<file path="src/slp_pkg.sv">
/*
 * Shared constants, types and decode functions for the low-power state block.
 * Assumes a 100 MHz pclk; all pin timing is expressed in pclk cycles.
 */
package slp_pkg;

	// ----------------------------------------
	// timing
	// ----------------------------------------
	localparam int CLK_PERIOD_NS = 10;
	localparam int T_REFI_NS     = 7800;
	localparam int CYC_REFI      = T_REFI_NS / CLK_PERIOD_NS;
	localparam int T_RFC_NS      = 260;
	localparam int CYC_RFC       = (T_RFC_NS + CLK_PERIOD_NS - 1) / CLK_PERIOD_NS;
	localparam int T_CPDED_NS    = 40;
	localparam int CYC_CPDED     = (T_CPDED_NS + CLK_PERIOD_NS - 1) / CLK_PERIOD_NS;

	// ----------------------------------------
	// register map
	// ----------------------------------------
	localparam logic [11:0] ADDR_CTRL   = 12'h000;
	localparam logic [11:0] ADDR_STATUS = 12'h004;
	localparam logic [11:0] ADDR_REFCNT = 12'h008;
	localparam int          CTRL_ABORT_BIT  = 0;
	localparam int          CTRL_LPASR_LSB  = 1;
	localparam int          CTRL_ODTOFF_BIT = 3;
	localparam int          CTRL_PARK_BIT   = 4;
	localparam logic [4:0]  CTRL_RESET      = 5'h00;

	// ----------------------------------------
	// self-refresh modes and temperatures
	// ----------------------------------------
	localparam logic [1:0] LPASR_NORMAL   = 2'b00;
	localparam logic [1:0] LPASR_REDUCED  = 2'b01;
	localparam logic [1:0] LPASR_EXTENDED = 2'b10;
	localparam logic [1:0] LPASR_AUTO     = 2'b11;
	localparam logic [7:0] TEMP_REDUCED_MAX = 8'h2D;
	localparam logic [7:0] TEMP_NORMAL_MAX  = 8'h55;

	typedef enum logic [1:0] {RATE_LOW, RATE_NORM, RATE_HIGH} slp_rate_e;
	typedef enum logic [2:0] {ST_RESET, ST_IDLE, ST_SELF_REF, ST_PD_SETTLE, ST_PD_PRE, ST_PD_ACT} slp_state_e;

	// ----------------------------------------
	// functions
	// ----------------------------------------
	function automatic slp_rate_e rate_for(input logic [1:0] mode, input logic [7:0] temp);
		slp_rate_e r;
		r = RATE_NORM;
		case (mode)
			LPASR_REDUCED:  r = RATE_LOW;
			LPASR_EXTENDED: r = RATE_HIGH;
			LPASR_AUTO:
			begin
				if (temp <= TEMP_REDUCED_MAX)
					r = RATE_LOW;
				else if (temp <= TEMP_NORMAL_MAX)
					r = RATE_NORM;
				else
					r = RATE_HIGH;
			end
			default:        r = RATE_NORM;
		endcase
		return r;
	endfunction : rate_for

	function automatic logic [15:0] interval_for(input slp_rate_e r);
		logic [15:0] n;
		n = 16'(CYC_REFI);
		case (r)
			RATE_LOW:  n = 16'(2 * CYC_REFI);
			RATE_HIGH: n = 16'(CYC_REFI / 2);
			default:   n = 16'(CYC_REFI);
		endcase
		return n;
	endfunction : interval_for

endpackage : slp_pkg

</file>
<file path="src/slp_sync.sv">
/*
 * Two flip-flop synchroniser for pin inputs.
 * Assumes each bit is a level that changes slowly relative to pclk.
 */
`timescale 1ns/1ps
module slp_sync #(
	parameter int W = 1
) (
	// clock and reset
	input  wire logic         pclk,
	input  wire logic         presetn,
	// data
	input  wire logic [W-1:0] d,
	output logic      [W-1:0] q
);
	logic [W-1:0] meta;

	always_ff @(posedge pclk or negedge presetn)
	begin
		if (!presetn)
		begin
			meta <= '0;
			q    <= '0;
		end
		else
		begin
			meta <= d;
			q    <= meta;
		end
	end
endmodule : slp_sync

</file>
<file path="src/slp_srf_engine.sv">
/*
 * Internal refresh timer used while in self-refresh.
 * Assumes active is high exactly while the device is in self-refresh.
 */
`timescale 1ns/1ps
module slp_srf_engine (
	// clock and reset
	input  wire logic              pclk,
	input  wire logic              presetn,
	// control
	input  wire logic              active,
	input  wire logic              abort_en,
	input  wire slp_pkg::slp_rate_e rate,
	// status
	output logic                   refreshing,
	output logic [15:0]            ref_count
);
	logic [15:0] ivl;
	logic [15:0] next_ivl;
	logic [15:0] rfc;
	logic [15:0] next_rfc;
	logic        next_refreshing;
	logic [15:0] next_ref_count;

	always_comb
	begin
		next_ivl        = ivl;
		next_rfc        = rfc;
		next_refreshing = refreshing;
		next_ref_count  = ref_count;
		if (refreshing)
		begin
			if (!active && abort_en)
				next_refreshing = 1'b0;
			else if (rfc == 16'h0001)
			begin
				next_refreshing = 1'b0;
				next_ref_count  = ref_count + 16'h0001;
			end
			else
				next_rfc = rfc - 16'h0001;
		end
		if (!active)
			next_ivl = 16'h0000;
		else if (!refreshing || next_refreshing == 1'b0)
		begin
			if (ivl >= slp_pkg::interval_for(rate))
			begin
				next_ivl        = 16'h0000;
				next_refreshing = 1'b1;
				next_rfc        = 16'(slp_pkg::CYC_RFC);
			end
			else
				next_ivl = ivl + 16'h0001;
		end
	end

	always_ff @(posedge pclk or negedge presetn)
	begin
		if (!presetn)
		begin
			ivl        <= 16'h0000;
			rfc        <= 16'h0000;
			refreshing <= 1'b0;
			ref_count  <= 16'h0000;
		end
		else
		begin
			ivl        <= next_ivl;
			rfc        <= next_rfc;
			refreshing <= next_refreshing;
			ref_count  <= next_ref_count;
		end
	end
endmodule : slp_srf_engine

</file>
<file path="src/slp_lowpower.sv">
/*
 * Low-power state control of a synchronous DRAM: self-refresh entry, exit and
 * abort, self-refresh rate selection, precharge and active power-down.
 * Assumes command pins and the temperature code arrive asynchronously and are
 * synchronised here; bank_open and core_busy come from pclk-domain core logic.
 */
// Chosen here: the register offsets and the APB slave port.
`timescale 1ns/1ps

module slp_lowpower (
	// apb
	input  wire logic        pclk,
	input  wire logic        presetn,
	input  wire logic [11:0] paddr,
	input  wire logic        psel,
	input  wire logic        penable,
	input  wire logic        pwrite,
	input  wire logic [31:0] pwdata,
	output logic      [31:0] prdata,
	output logic             pready,
	output logic             pslverr,
	// dram pins
	input  wire logic        cke,
	input  wire logic        cs_n,
	input  wire logic        act_n,
	input  wire logic        ras_n,
	input  wire logic        cas_n,
	input  wire logic        we_n,
	input  wire logic        dram_reset_n,
	input  wire logic [7:0]  temp_c,
	// core status
	input  wire logic        bank_open,
	input  wire logic        core_busy,
	// buffer and power control
	output logic             cmd_rcv_en,
	output logic             io_buf_en,
	output logic             odt_buf_en,
	output logic             rtt_nom_allow,
	output logic             rtt_park_en,
	output logic             dll_en,
	output logic             self_refresh,
	output logic             refreshing
);
	// ----------------------------------------
	// pin synchronisers
	// ----------------------------------------
	logic [6:0]  pins_s;
	logic [7:0]  temp_s;
	logic        cke_s;
	logic        cs_n_s;
	logic        act_n_s;
	logic        ras_n_s;
	logic        cas_n_s;
	logic        we_n_s;
	logic        rst_n_s;

	slp_sync #(.W(7)) u_pin_sync (
		.pclk    (pclk),
		.presetn (presetn),
		.d       ({cke, cs_n, act_n, ras_n, cas_n, we_n, dram_reset_n}),
		.q       (pins_s)
	);

	slp_sync #(.W(8)) u_temp_sync (
		.pclk    (pclk),
		.presetn (presetn),
		.d       (temp_c),
		.q       (temp_s)
	);

	assign {cke_s, cs_n_s, act_n_s, ras_n_s, cas_n_s, we_n_s, rst_n_s} = pins_s;

	// ----------------------------------------
	// command decode
	// ----------------------------------------
	logic cke_q;
	logic is_des;
	logic is_nop;
	logic is_sre;
	logic cke_fall;

	assign is_des   = cs_n_s;
	assign is_nop   = !cs_n_s && act_n_s && ras_n_s && cas_n_s && we_n_s;
	assign cke_fall = cke_q && !cke_s;
	assign is_sre   = cke_fall && !cs_n_s && !ras_n_s && !cas_n_s && we_n_s && act_n_s;

	// ----------------------------------------
	// control register
	// ----------------------------------------
	logic [4:0]  ctrl;
	logic [4:0]  next_ctrl;
	logic        abort_en;
	logic [1:0]  lpasr;
	logic        odt_off;
	logic        park_cfg;
	logic        wr_en;
	logic        mapped;
	logic [31:0] next_prdata;
	logic [15:0] ref_count;
	slp_pkg::slp_rate_e rate;

	assign abort_en = ctrl[slp_pkg::CTRL_ABORT_BIT];
	assign lpasr    = ctrl[slp_pkg::CTRL_LPASR_LSB +: 2];
	assign odt_off  = ctrl[slp_pkg::CTRL_ODTOFF_BIT];
	assign park_cfg = ctrl[slp_pkg::CTRL_PARK_BIT];

	assign rate     = slp_pkg::rate_for(lpasr, temp_s);

	assign mapped   = (paddr == slp_pkg::ADDR_CTRL) || (paddr == slp_pkg::ADDR_STATUS)
	                  || (paddr == slp_pkg::ADDR_REFCNT);
	assign wr_en    = psel && penable && pwrite && (paddr == slp_pkg::ADDR_CTRL);
	assign pready   = 1'b1;
	assign pslverr  = psel && penable && !mapped;

	// ----------------------------------------
	// state machine
	// ----------------------------------------
	slp_pkg::slp_state_e state;
	slp_pkg::slp_state_e next_state;
	logic [7:0]  cpded_cnt;
	logic [7:0]  next_cpded_cnt;
	logic        in_pd;
	logic        next_cmd_rcv_en;
	logic        next_io_buf_en;
	logic        next_odt_buf_en;
	logic        next_rtt_nom_allow;
	logic        next_rtt_park_en;
	logic        next_dll_en;
	logic        next_self_refresh;

	always_comb
	begin
		next_state = state;
		case (state)
			slp_pkg::ST_RESET:
			begin
				if (rst_n_s)
					next_state = slp_pkg::ST_IDLE;
			end
			slp_pkg::ST_IDLE:
			begin
				if (is_sre)
					next_state = slp_pkg::ST_SELF_REF;
				// entry on CKE low with deselect
				else if (cke_fall && is_des)
				begin
					if (core_busy)
						next_state = slp_pkg::ST_PD_SETTLE;
					else if (bank_open)
						next_state = slp_pkg::ST_PD_ACT;
					else
						next_state = slp_pkg::ST_PD_PRE;
				end
			end
			slp_pkg::ST_SELF_REF:
			begin
				// exit on CKE high with deselect or NOP
				if (cke_s && (is_des || is_nop))
					next_state = slp_pkg::ST_IDLE;
			end
			slp_pkg::ST_PD_SETTLE:
			begin
				// exit on CKE high with deselect
				if (cke_s && is_des)
					next_state = slp_pkg::ST_IDLE;
				else if (!core_busy)
					next_state = bank_open ? slp_pkg::ST_PD_ACT : slp_pkg::ST_PD_PRE;
			end
			slp_pkg::ST_PD_PRE,
			slp_pkg::ST_PD_ACT:
			begin
				// exit on CKE high with deselect
				if (cke_s && is_des)
					next_state = slp_pkg::ST_IDLE;
			end
			default:
				next_state = slp_pkg::ST_IDLE;
		endcase
		if (!rst_n_s)
			next_state = slp_pkg::ST_RESET;
	end

	assign in_pd = (next_state == slp_pkg::ST_PD_SETTLE) || (next_state == slp_pkg::ST_PD_PRE)
	               || (next_state == slp_pkg::ST_PD_ACT);

	always_comb
	begin
		next_cpded_cnt = 8'h00;
		if (in_pd)
			next_cpded_cnt = (cpded_cnt < 8'(slp_pkg::CYC_CPDED)) ? cpded_cnt + 8'h01 : cpded_cnt;
		next_self_refresh  = (next_state == slp_pkg::ST_SELF_REF);
		next_cmd_rcv_en    = !next_self_refresh && !(in_pd && next_cpded_cnt >= 8'(slp_pkg::CYC_CPDED));
		next_io_buf_en     = !in_pd && !next_self_refresh;
		next_odt_buf_en    = !next_self_refresh && !(in_pd && odt_off);
		next_rtt_nom_allow = !next_self_refresh && !(in_pd && odt_off);
		next_rtt_park_en   = park_cfg && !next_self_refresh;
		next_dll_en        = (next_state != slp_pkg::ST_SELF_REF) && (next_state != slp_pkg::ST_RESET);
	end

	always_comb
	begin
		next_ctrl = ctrl;
		if (wr_en)
			next_ctrl = pwdata[4:0];
		next_prdata = prdata;
		if (psel && !penable)
		begin
			case (paddr)
				slp_pkg::ADDR_CTRL:   next_prdata = {27'h000_0000, ctrl};
				slp_pkg::ADDR_STATUS: next_prdata = {26'h000_0000, refreshing, 2'(rate), 3'(state)};
				slp_pkg::ADDR_REFCNT: next_prdata = {16'h0000, ref_count};
				default:              next_prdata = 32'h0000_0000;
			endcase
		end
	end

	always_ff @(posedge pclk or negedge presetn)
	begin
		if (!presetn)
		begin
			state         <= slp_pkg::ST_RESET;
			cke_q         <= 1'b0;
			cpded_cnt     <= 8'h00;
			ctrl          <= slp_pkg::CTRL_RESET;
			prdata        <= 32'h0000_0000;
			cmd_rcv_en    <= 1'b1;
			io_buf_en     <= 1'b1;
			odt_buf_en    <= 1'b1;
			rtt_nom_allow <= 1'b1;
			rtt_park_en   <= 1'b0;
			dll_en        <= 1'b0;
			self_refresh  <= 1'b0;
		end
		else
		begin
			state         <= next_state;
			cke_q         <= cke_s;
			cpded_cnt     <= next_cpded_cnt;
			ctrl          <= next_ctrl;
			prdata        <= next_prdata;
			cmd_rcv_en    <= next_cmd_rcv_en;
			io_buf_en     <= next_io_buf_en;
			odt_buf_en    <= next_odt_buf_en;
			rtt_nom_allow <= next_rtt_nom_allow;
			rtt_park_en   <= next_rtt_park_en;
			dll_en        <= next_dll_en;
			self_refresh  <= next_self_refresh;
		end
	end

	// ----------------------------------------
	// self-refresh engine
	// ----------------------------------------
	// abort steered by control bit
	slp_srf_engine u_srf (
		.pclk       (pclk),
		.presetn    (presetn),
		.active     (state == slp_pkg::ST_SELF_REF),
		.abort_en   (abort_en),
		.rate       (rate),
		.refreshing (refreshing),
		.ref_count  (ref_count)
	);

endmodule : slp_lowpower

</file>
<file path="config.mk">
export PLATFORM = sky130hd
export DESIGN_NAME = slp_lowpower
export DESIGN_NICKNAME = d
export VERILOG_FILES = /design/src/slp_pkg.sv /design/src/slp_sync.sv /design/src/slp_srf_engine.sv /design/src/slp_lowpower.sv
export SDC_FILE = /design/constraint.sdc
export NUM_CORES = 1
export LEC_CHECK = 0
export BUFFER_PORTS_ARGS = -buffer_cell sky130_fd_sc_hd__buf_2
export CORE_MARGIN = 2
export CORE_UTILIZATION = 55
export CTS_CLUSTER_SIZE = 30
export DETAILED_ROUTE_END_ITERATION = 8
export GPL_ROUTABILITY_DRIVEN = 1
export PLACE_DENSITY = 0.79
export SETUP_SLACK_MARGIN = 0.1
export SLEW_MARGIN = 20
export SYNTH_ARGS = -nofsm -noshare
export SYNTH_HDL_FRONTEND = slang
export SYNTH_SLANG_ARGS = --single-unit
</file>
<file path="constraint.sdc">
create_clock -name pclk -period 3.38 [get_ports pclk]
set_input_delay 0.169 -clock pclk [delete_from_list [all_inputs] [get_ports pclk]]
set_output_delay 0.169 -clock pclk [all_outputs]
set_load 0.01 [all_outputs]
</file>
==> flow_metrics.env, run 1 <==
export IMPL_status="completed"
export IMPL_cp_start_kind="flip-flop"
export IMPL_setup_slack_ps=429.4
export IMPL_r2r_slack_ps=430
export IMPL_fin_area_mm2=0.006543
export IMPL_final_instance_count_excl_fill=758
export IMPL_worstSetupEndpointType="flip-flop"
export IMPL_crit_type="reg -> reg"
export IMPL_synthArstFlopShare_pct=100.0
export IMPL_max_freq_ghz=0.3389
export IMPL_ant_nets=0
export IMPL_vias=3983
export IMPL_core_area_mm2=0.009684
export IMPL_relSlewSlack_pct=33.35
export IMPL_htree_levels=4
export IMPL_grt_pass1_vias=3876
export IMPL_clk_latency_ps=510
export IMPL_grt_pass1_wl_um=18130
export IMPL_cts_max_path_buffers=2
export IMPL_grt_max_degree=84
export IMPL_postSynthCellCount=524
export IMPL_ir_drop_v=0.0004683
export IMPL_start_util_pct=55.89
export IMPL_crit_fanout=12
export IMPL_fin_worst_skew_ps=7.431
export IMPL_first_iter_violations=156
export IMPL_die_h_um=103.2
export IMPL_clk_pin_slew_worst_paths_ps=60
export IMPL_period_share_pct=87.30
export IMPL_yosysWarnings=0
export IMPL_critPathArrivalTime_ps=3360
export IMPL_dr_pass1_iters=5
export IMPL_ys_ff_latch=116
export IMPL_die_area_mm2=0.01065
export IMPL_period_minus_slack_ps=2951
export IMPL_slew_viol_final=0
export IMPL_dp_cells=706
export IMPL_antenna_found_initial=0
export IMPL_holdWs_ps=120.8
export IMPL_setup_viol=0
export IMPL_synth_top_area_share_pct=52.24
export IMPL_hold_viol_final=0
export IMPL_post_route_util_pct=67.56
export IMPL_ys_types=62
export IMPL_wire_per_inst_um=14.52
export IMPL_cts_sinks=116
export IMPL_place_area_mm2=0.005777
export IMPL_maxCapViolCount=0
export IMPL_grt_overflow=0
export IMPL_synthTopCellsByCount="dfrtp_1, nand2_1, nor2_1, buf_4, nand3_1"
export IMPL_die_x_um=103.2
export IMPL_yosysMostFrequentCell="dfrtp_1"
export IMPL_synth_edf_count=0
export IMPL_place_port_buffers=62
export IMPL_synth_flop_cell="dfrtp_1"
export IMPL_cts_buffers=17
export IMPL_drive_gt1_share_pct=19.20
export IMPL_worst_slew_pin_slew_ps=999.8
export IMPL_ys_seq_area_share_pct=53.70
export IMPL_rows=36
export IMPL_grt_use_total_pct=22.21
export IMPL_viasPerCell=5.255
export IMPL_post_place_ws_ps=302.7
export IMPL_synthTopCellsByArea="dfrtp_1, nand2_1, nor2_1"
export IMPL_ios=108
export IMPL_place_gp_congestion=0.8206
export IMPL_powerDensity_mw_per_mm2=490.9
export IMPL_p_leak_nw=3.131
export IMPL_synthToLayoutAreaGrowth_pct=20.87
export IMPL_hp_class="in -> reg"
export IMPL_dpl_hpwl_um=7125
export IMPL_rsz0062_at_grt="no"
export IMPL_fillers=747
export IMPL_drt_total_wl_um=11000
export IMPL_nNetsFinal=689
export IMPL_required_ps=3790
export IMPL_synth_area_leader_cell="dfrtp_1"
export IMPL_netlist_area_mm2=0.005413
export IMPL_cts_root_buf="clkbuf_8"
export IMPL_diodes=0
export IMPL_setup_tns_ps=0
export IMPL_power_mw=3.212
export IMPL_cts_tree="done"
export IMPL_synth_avg_cell_area_um2=10.33
export IMPL_drc=0
==> power breakdown <==
part	switching, mW	leakage [nW]	internal [mW]
clock network	0.672	0.270	0.990
logic	0.0731	1.33	0.0501
registers	0.0152	1.53	1.41
total	0.760	3.13	2.45
==> state kept, by name, summed over array words and instances (netlist names), 3 cells and up <==
name / count
cpded_cnt: 8
ctrl: 5
prdata: 16
state: 3
u_pin_sync.meta: 7
u_pin_sync.q: 7
u_srf.ivl: 16
u_srf.ref_count: 16
u_srf.rfc: 16
u_temp_sync.meta: 7
u_temp_sync.q: 7
==> worst max-delay path, cell delays in order, from the launching register on <==
cell and delay (ps):
dfrtp_1 390, a21o_1 130, a31oi_1 100, a31oi_1 470
inv_1 100, ha_1 220, a211oi_1 200, a21oi_1 120
a211oi_1 250, o21a_2 350, o21ai_1 240, o31ai_1 280
==> cells in the final DEF (no fill, tap or decap), types with 5 or more instances in the layout <==
master	instances
nand3_1	18
nor4_1	5
conb_1	17
and2_1	10
buf_2	61
ha_1	11
clkbuf_16	16
xnor2_1	12
nand3b_1	5
o211ai_1	6
inv_1	14
a211oi_1	5
clkinv_4	5
a21oi_1	11
nor3_1	11
o21ai_0	14
dfrtp_1	113
nor2b_1	11
o221ai_1	5
and3_1	8
xor2_1	16
inv_6	6
nand2b_1	8
o21ai_1	13
nand2_1	72
dlygate4sd3_1	20
nor2_1	54
==> kinds of logic after synthesis <==
group | synth area share [%]
DFF | 53.70
xor gates and xnor gates | 4.531
buffers and inverters | 4.554
other | 0.1387
and+or+nand+nor | 23.05
muxes | 1.780
AOI/OAI and AO/OA | 9.709
adders and majority gates | 2.543
==> path summary, 6_finish.rpt <==
| check | from | endpoint | depth (start not counted) |
|---|---|---|---|
| min | pwrite | ctrl[0] | 5 |
| max reg2reg | u_temp_sync.q[1] | u_srf.ivl[11] | 11 |
| max | u_temp_sync.q[1] | u_srf.ivl[11] | 11 |
| min in group asynchronous | presetn | u_srf.rfc[8] | 2 |
| min reg2reg | u_temp_sync.meta[5] | u_temp_sync.q[5] | 0 |
| max in group asynchronous | presetn | ctrl[3] | 3 |
==> repair_timing <==
action                                  in CTS  in global routing
setup buffers                                0                  0
endpoints found under the setup margin       0                  3
hold endpoints to repair                    97                  0
resized for setup                            0                  1
hold buffers                                20                  0
==> area by class of cell <==
type                            instances  area (µm²)  area share (%)
Multi-Input combinational cell        378        2317           35.42
Clock buffer                           17       414.1           6.330
Tap cell                              133       166.4           2.544
Sequential cell                       116        2907           44.43
Timing Repair Buffer                   85       539.3           8.242
Inverter                               14       52.55          0.8032
Clock inverter                         15       146.4           2.238
==> routing by layer <==
metal	wire, µm	share of wire [%]	vias up	track usage (%)
li1	-	-	1949	-
met2	5430	49	109	37.36
met3	488	4.4	8	5.376
met4	153	1.4	0	8.704
met1	4931	45	1917	27.89
met5	0	0	-	0
(Power assumes the default switching activity.)
==> inputs of run 2 (changes only) <==
ABC_AREA = 1   (was unset)
CORE_UTILIZATION = 56   (was 55)
RECOVER_POWER = 25   (was unset)
==> flow_metrics.env, run 2 <==
export IMPL_status="finished with violations"
export IMPL_failed_checks="max-capacitance violations, max-slew violations"
export IMPL_synth_top_area_share_pct=49.33
export IMPL_cts_root_buf="clkbuf_8"
export IMPL_setup_tns_ps=0
export IMPL_synth_compound_area_share_pct=7.095
export IMPL_synthArstFlopShare_pct=100.0
export IMPL_cts_sinks=116
export IMPL_grt_use_total_pct=23.87
export IMPL_die_area_mm2=0.01106
export IMPL_place_gp_congestion=0.8712
export IMPL_wire_per_inst_um=13.85
export IMPL_cts_tree="done"
export IMPL_rsz0062_at_grt="no"
export IMPL_slowest_delay_ps=400
export IMPL_grt_max_degree=117
export IMPL_period_minus_slack_ps=2894
export IMPL_synth_avg_cell_area_um2=8.886
export IMPL_critPathBufInv=2
export IMPL_drc=0
export IMPL_vias=4560
export IMPL_most_common_layout_cells="nand2_1, dfrtp_1, inv_1"
export IMPL_synthAdderAreaFrac_pct=2.401
export IMPL_crit_fanout=15
export IMPL_worstSetupEndpointType="flip-flop"
export IMPL_htree_levels=4
export IMPL_multi_input_area_mm2=0.002335
export IMPL_setup_viol=0
export IMPL_hold_viol_final=0
export IMPL_post_route_util_pct=70.27
export IMPL_viasPerCell=5.153
export IMPL_reg2reg_depth=17
export IMPL_path_delay_family="simple AND/OR/NAND/NOR gates"
export IMPL_cp_cell_sequence="a21oi_1 -> nand3_1 -> nand2_1 -> nand3_1 -> ha_1 -> nand2_1 -> nor2_1 -> nand4_1 -> a21o_1 -> nand2_1 -> inv_1 -> nand2_1 -> nand2_1 -> nand2_1 -> nand3_2 -> nand2_1 -> inv_1"
export IMPL_cp_num_cells=17
export IMPL_synth_flop_cell="dfrtp_1"
export IMPL_die_x_um=105.2
export IMPL_place_port_buffers=62
export IMPL_crit_top_cell="nand2_1"
export IMPL_ant_nets=0
export IMPL_ios=108
export IMPL_synth_simple_area_share_pct=23.34
export IMPL_yosysWarnings=0
export IMPL_ys_ff_latch=116
export IMPL_worst_slew_pin_slew_ps=2459
export IMPL_dr_pass1_iters=4
export IMPL_drt_total_wl_um=12260
export IMPL_seq_area_mm2=0.002907
export IMPL_period_share_pct=85.63
export IMPL_netlist_area_mm2=0.005732
export IMPL_yosysMostFrequentCell="nand2_1"
export IMPL_rows=36
export IMPL_postCtsSetupRepairBufs=0
export IMPL_p_leak_nw=3.651
export IMPL_synthTopCellsByCount="nand2_1, dfrtp_1, inv_1, nor2_1, o21ai_0"
export IMPL_core_area_mm2=0.009864
export IMPL_synth_xor_area_share_pct=5.807
export IMPL_cp_start_kind="flip-flop"
export IMPL_antenna_found_initial=0
export IMPL_synth_top_family_by_area="simple AND/OR/NAND/NOR gates"
export IMPL_hp_class="in -> reg"
export IMPL_grt_overflow=0
export IMPL_grt_pass1_wl_um=20910
export IMPL_min_path_cells=5
export IMPL_start_util_pct=58.11
export IMPL_r2r_slack_ps=490
export IMPL_clk_pin_slew_worst_paths_ps=60
export IMPL_power_mw=3.429
export IMPL_crit_type="reg -> reg"
export IMPL_ys_types=43
export IMPL_fillers=709
export IMPL_slowest_stage="dfrtp_1"
export IMPL_diodes=0
export IMPL_max_freq_ghz=0.3455
export IMPL_clk_latency_ps=510
export IMPL_relSlewSlack_pct=-63.92
export IMPL_ys_seq_area_share_pct=50.71
export IMPL_grt_pass1_vias=4515
export IMPL_fin_worst_skew_ps=5.806
export IMPL_cts_max_path_buffers=2
export IMPL_synth_edf_count=0
export IMPL_mostFrequentLayoutCell="nand2_1"
export IMPL_slew_viol_final=117
export IMPL_synthToLayoutAreaGrowth_pct=20.93
export IMPL_postSynthCellCount=645
export IMPL_die_h_um=105.2
export IMPL_synth_mux_area_share_pct=0.9823
export IMPL_synth_area_leader_cell="dfrtp_1"
export IMPL_drive_gt1_share_pct=17.55
export IMPL_nNetsFinal=816
export IMPL_required_ps=3780
export IMPL_critPathArrivalTime_ps=3290
export IMPL_powerDensity_mw_per_mm2=494.6
export IMPL_synthTopCellsByArea="dfrtp_1, nand2_1, inv_1"
export IMPL_maxCapViolCount=1
export IMPL_ir_drop_v=0.0003685
export IMPL_cts_buffers=17
export IMPL_dpl_hpwl_um=7924
export IMPL_first_iter_violations=234
==> run 2: cell count changes after synthesis, sizes merged, moves of 9 or more <==
cell   previous run  this run
and2             10         1
inv              14       100
nand2            72       139
nand3            18        27
nand4             6        16
nor2             55        71
nor2b            11         0
o21ai            28        39
xor2             16        34
==> run 2: cell type report <==
type | count | share of cell area [%]
sequential | 116 | 41.93
clock buffer | 20 | 6.426
clock inverter | 12 | 2.563
timing repair buffer | 84 | 7.581
tap | 133 | 2.401
inverter | 100 | 5.415
multi-input combinational | 420 | 33.68
==> run 2: worst min-delay path: stages <==
cell and delay [ps]:
buf_2 110, inv_1 50, nor2_1 70, nand2_1 70, nand2_1 50
==> run 2: cell families after synthesis <==
logic type / Yosys count
buffers and inverters: 124
muxes: 5
AOI/OAI and AO/OA: 72
xor gates and xnor gates: 38
other: 2
adders and majority gates: 11
and+or+nand+nor: 277
DFF: 116
==> run 2: worst paths after layout <==
path                                     start          endpoint
setup / recovery              u_temp_sync.q[6]      u_srf.rfc[7]
hold / removal                            psel         prdata[5]
setup reg to reg              u_temp_sync.q[6]      u_srf.rfc[7]
hold reg to reg            u_temp_sync.meta[6]  u_temp_sync.q[6]
max in group asynchronous              presetn      u_srf.rfc[1]
min in group asynchronous              presetn  u_temp_sync.q[4]
==> run 2: through the flow <==
step	hold slack [ps]	cell area (µm²)	cells	worst slack (ps)
floorplan	-126.6	5788	660	991.5
global route	78.48	6932	885	174.4
finish	54.38	6932	885	485.8
detailed placement	278.3	6116	832	489.9
global placement	276.3	6116	832	609.7
CTS	38.74	6949	885	455.2
==> run 2: where the power goes <==
group          switching, mW  leakage, nW  internal [mW]
Combinational         0.0895         1.82         0.0496
Clock                  0.628        0.294           1.24
Sequential            0.0110         1.54           1.41
Total                  0.729         3.65           2.70
==> run 2: layer usage <==
| metal | track usage [%] | share of wire, % | wire length (µm) | vias to the layer above |
|---|---|---|---|---|
| met1 | 28.87 | 42 | 5166 | 2238 |
| met3 | 6.176 | 3.7 | 454 | 12 |
| li1 | - | - | - | 2206 |
| met4 | 7.429 | 1.1 | 129 | 0 |
| met5 | 0 | 0 | 0 | - |
| met2 | 41.74 | 53 | 6507 | 104 |
==> run 2: timing repair <==
| action | in CTS | in global routing |
|---|---|---|
| hold endpoints to repair | 133 | 0 |
| hold buffers | 21 | 0 |
| setup endpoints to repair | 0 | 0 |
| gates resized for setup | 0 | 0 |
==> inputs of run 3 (changes only) <==
--- a/config.mk
+++ b/config.mk
@@ -21 +21,2 @@
 export SYNTH_SLANG_ARGS = --single-unit
+export TNS_END_PERCENT = 5
==> constraint.sdc (replaced) <==
create_clock -name pclk -period 3.38 [get_ports pclk]
set_input_delay 0.507 -clock pclk [delete_from_list [all_inputs] [get_ports pclk]]
set_output_delay 0.507 -clock pclk [all_outputs]
set_load 0.01 [all_outputs]
==> flow_metrics.env, run 3 (synthesized netlist as in run 2, its figures left out) <==
export IMPL_status="completed"
export IMPL_worstSetupEndpointType="flip-flop"
export IMPL_period_minus_slack_ps=2879
export IMPL_place_gp_congestion=0.8795
export IMPL_critPathArrivalTime_ps=3280
export IMPL_place_area_mm2=0.006123
export IMPL_die_x_um=105.2
export IMPL_grt_pass1_wl_um=20260
export IMPL_viasPerCell=5.094
export IMPL_max_freq_ghz=0.3474
export IMPL_maxCapViolCount=0
export IMPL_grt_use_total_pct=23.08
export IMPL_place_port_buffers=62
export IMPL_die_h_um=105.2
export IMPL_htree_levels=4
export IMPL_drive_gt1_share_pct=18.44
export IMPL_cts_root_buf="clkbuf_8"
export IMPL_hp_class="in -> reg"
export IMPL_slew_viol_final=0
export IMPL_ant_nets=0
export IMPL_postCtsSetupRepairBufs=0
export IMPL_clk_pin_slew_worst_paths_ps=60
export IMPL_powerDensity_mw_per_mm2=499.0
export IMPL_wire_per_inst_um=13.71
export IMPL_most_common_layout_cells="nand2_1, dfrtp_1, inv_1"
export IMPL_antenna_found_initial=0
export IMPL_nNetsFinal=796
export IMPL_worst_slew_pin_slew_ps=1451
export IMPL_grt_overflow=0
export IMPL_drt_total_wl_um=11860
export IMPL_dpl_hpwl_um=8103
export IMPL_grt_max_degree=61
export IMPL_diodes=0
export IMPL_ctsResizeCount=0
export IMPL_fin_worst_skew_ps=10.31
export IMPL_cp_start_kind="flip-flop"
export IMPL_hold_buffers=0
export IMPL_min_from="temp_c[1]"
export IMPL_drc=0
export IMPL_reg2reg_depth=17
export IMPL_crit_type="reg -> reg"
export IMPL_grt_pass1_vias=4443
export IMPL_ir_drop_v=0.0006398
export IMPL_hold_viol_final=0
export IMPL_setup_viol=0
export IMPL_dr_pass1_iters=5
export IMPL_min_path_cells=1
export IMPL_setup_tns_ps=0
export IMPL_reg2reg_to="u_srf.rfc[8]"
export IMPL_r2r_start="u_temp_sync.q[6]"
export IMPL_fillers=754
export IMPL_synthToLayoutAreaGrowth_pct=17.35
export IMPL_relSlewSlack_pct=3.259
export IMPL_cts_buffers=17
export IMPL_worstHoldEndpoint="u_temp_sync.meta[1]"
export IMPL_die_area_mm2=0.01106
export IMPL_cts_max_path_buffers=2
export IMPL_fin_area_mm2=0.006726
export IMPL_rsz0062_at_grt="no"
export IMPL_required_ps=3780
export IMPL_vias=4406
export IMPL_crit_fanout=15
export IMPL_mostFrequentLayoutCell="nand2_1"
export IMPL_r2r_slack_ps=500
export IMPL_start_util_pct=58.11
export IMPL_period_share_pct=85.17
export IMPL_core_area_mm2=0.009864
export IMPL_first_iter_violations=230
export IMPL_rows=36
export IMPL_ios=108
export IMPL_cts_sinks=116
export IMPL_cts_tree="done"
export IMPL_clk_latency_ps=520
export IMPL_p_leak_nw=3.570
-- run 3: area by class of cell --
cell class,count,area [µm²],area share [%]
Clock buffer,18,427.9,6.362
Clock inverter,14,178.9,2.660
Inverter,100,375.4,5.580
Multi-Input combinational cell,420,2335,34.71
Sequential cell,116,2907,43.21
Tap cell,133,166.4,2.474
Timing Repair Buffer,64,336.6,5.004
-- run 3: per-stage QoR --
step / utilization (%) / hold slack, ps / setup WS, ps / power (mW) / std cells
2_1_floorplan: - / 211.4 / 991.5 / 1.517 / 660
3_3_place_gp: 62.08 / 332.2 / 604.9 / 1.565 / 833
3_5_place_dp: 62.08 / 334.7 / 599.4 / 1.572 / 833
4_1_cts: 68.23 / 77.34 / 506.0 / 3.383 / 865
5_1_grt: 68.19 / 79.72 / 110.0 / 3.474 / 865
6_report: 68.19 / 95.89 / 501.2 / 3.356 / 865
-- run 3: routing by layer --
layer	global-route usage (%)	part of all wire [%]
met5	0	0
met4	7.524	1.2
met3	4.991	4.1
met2	40.45	52
met1	28.31	42
-- run 3: worst max-delay path: stages, from the launching register on --
cell and delay [ps]:
dfrtp_1 400, a21oi_1 230, nand3_1 100, nand2_1 190
nand3_1 190, ha_1 330, nand2_1 50, nor2_1 160
nand4_1 110, a21o_1 160, nand2_1 60, inv_1 40
nand2_1 50, nand2_1 70, nand2_1 150, nand3_2 280
nand2_1 160, inv_1 50
-- run 3: worst max-delay path by stage --
stage / end / slack, ps / from
finish: u_srf.rfc[8] / 500 / u_temp_sync.q[6]
global route: u_srf.rfc[8] / 110 / u_temp_sync.q[5]
CTS: u_srf.rfc[8] / 510 / u_temp_sync.q[6]
detailed placement: u_srf.rfc[6] / 600 / u_temp_sync.q[5]
global placement: u_srf.rfc[7] / 600 / u_temp_sync.q[6]
floorplan: u_srf.rfc[10] / 990 / u_temp_sync.q[6]
-- run 3: where the power goes --
group	switching, mW	leakage [nW]	internal [mW]
Clock	0.659	0.288	1.15
Combinational	0.0870	1.74	0.0357
Sequential	0.0114	1.54	1.41
Total	0.757	3.57	2.60
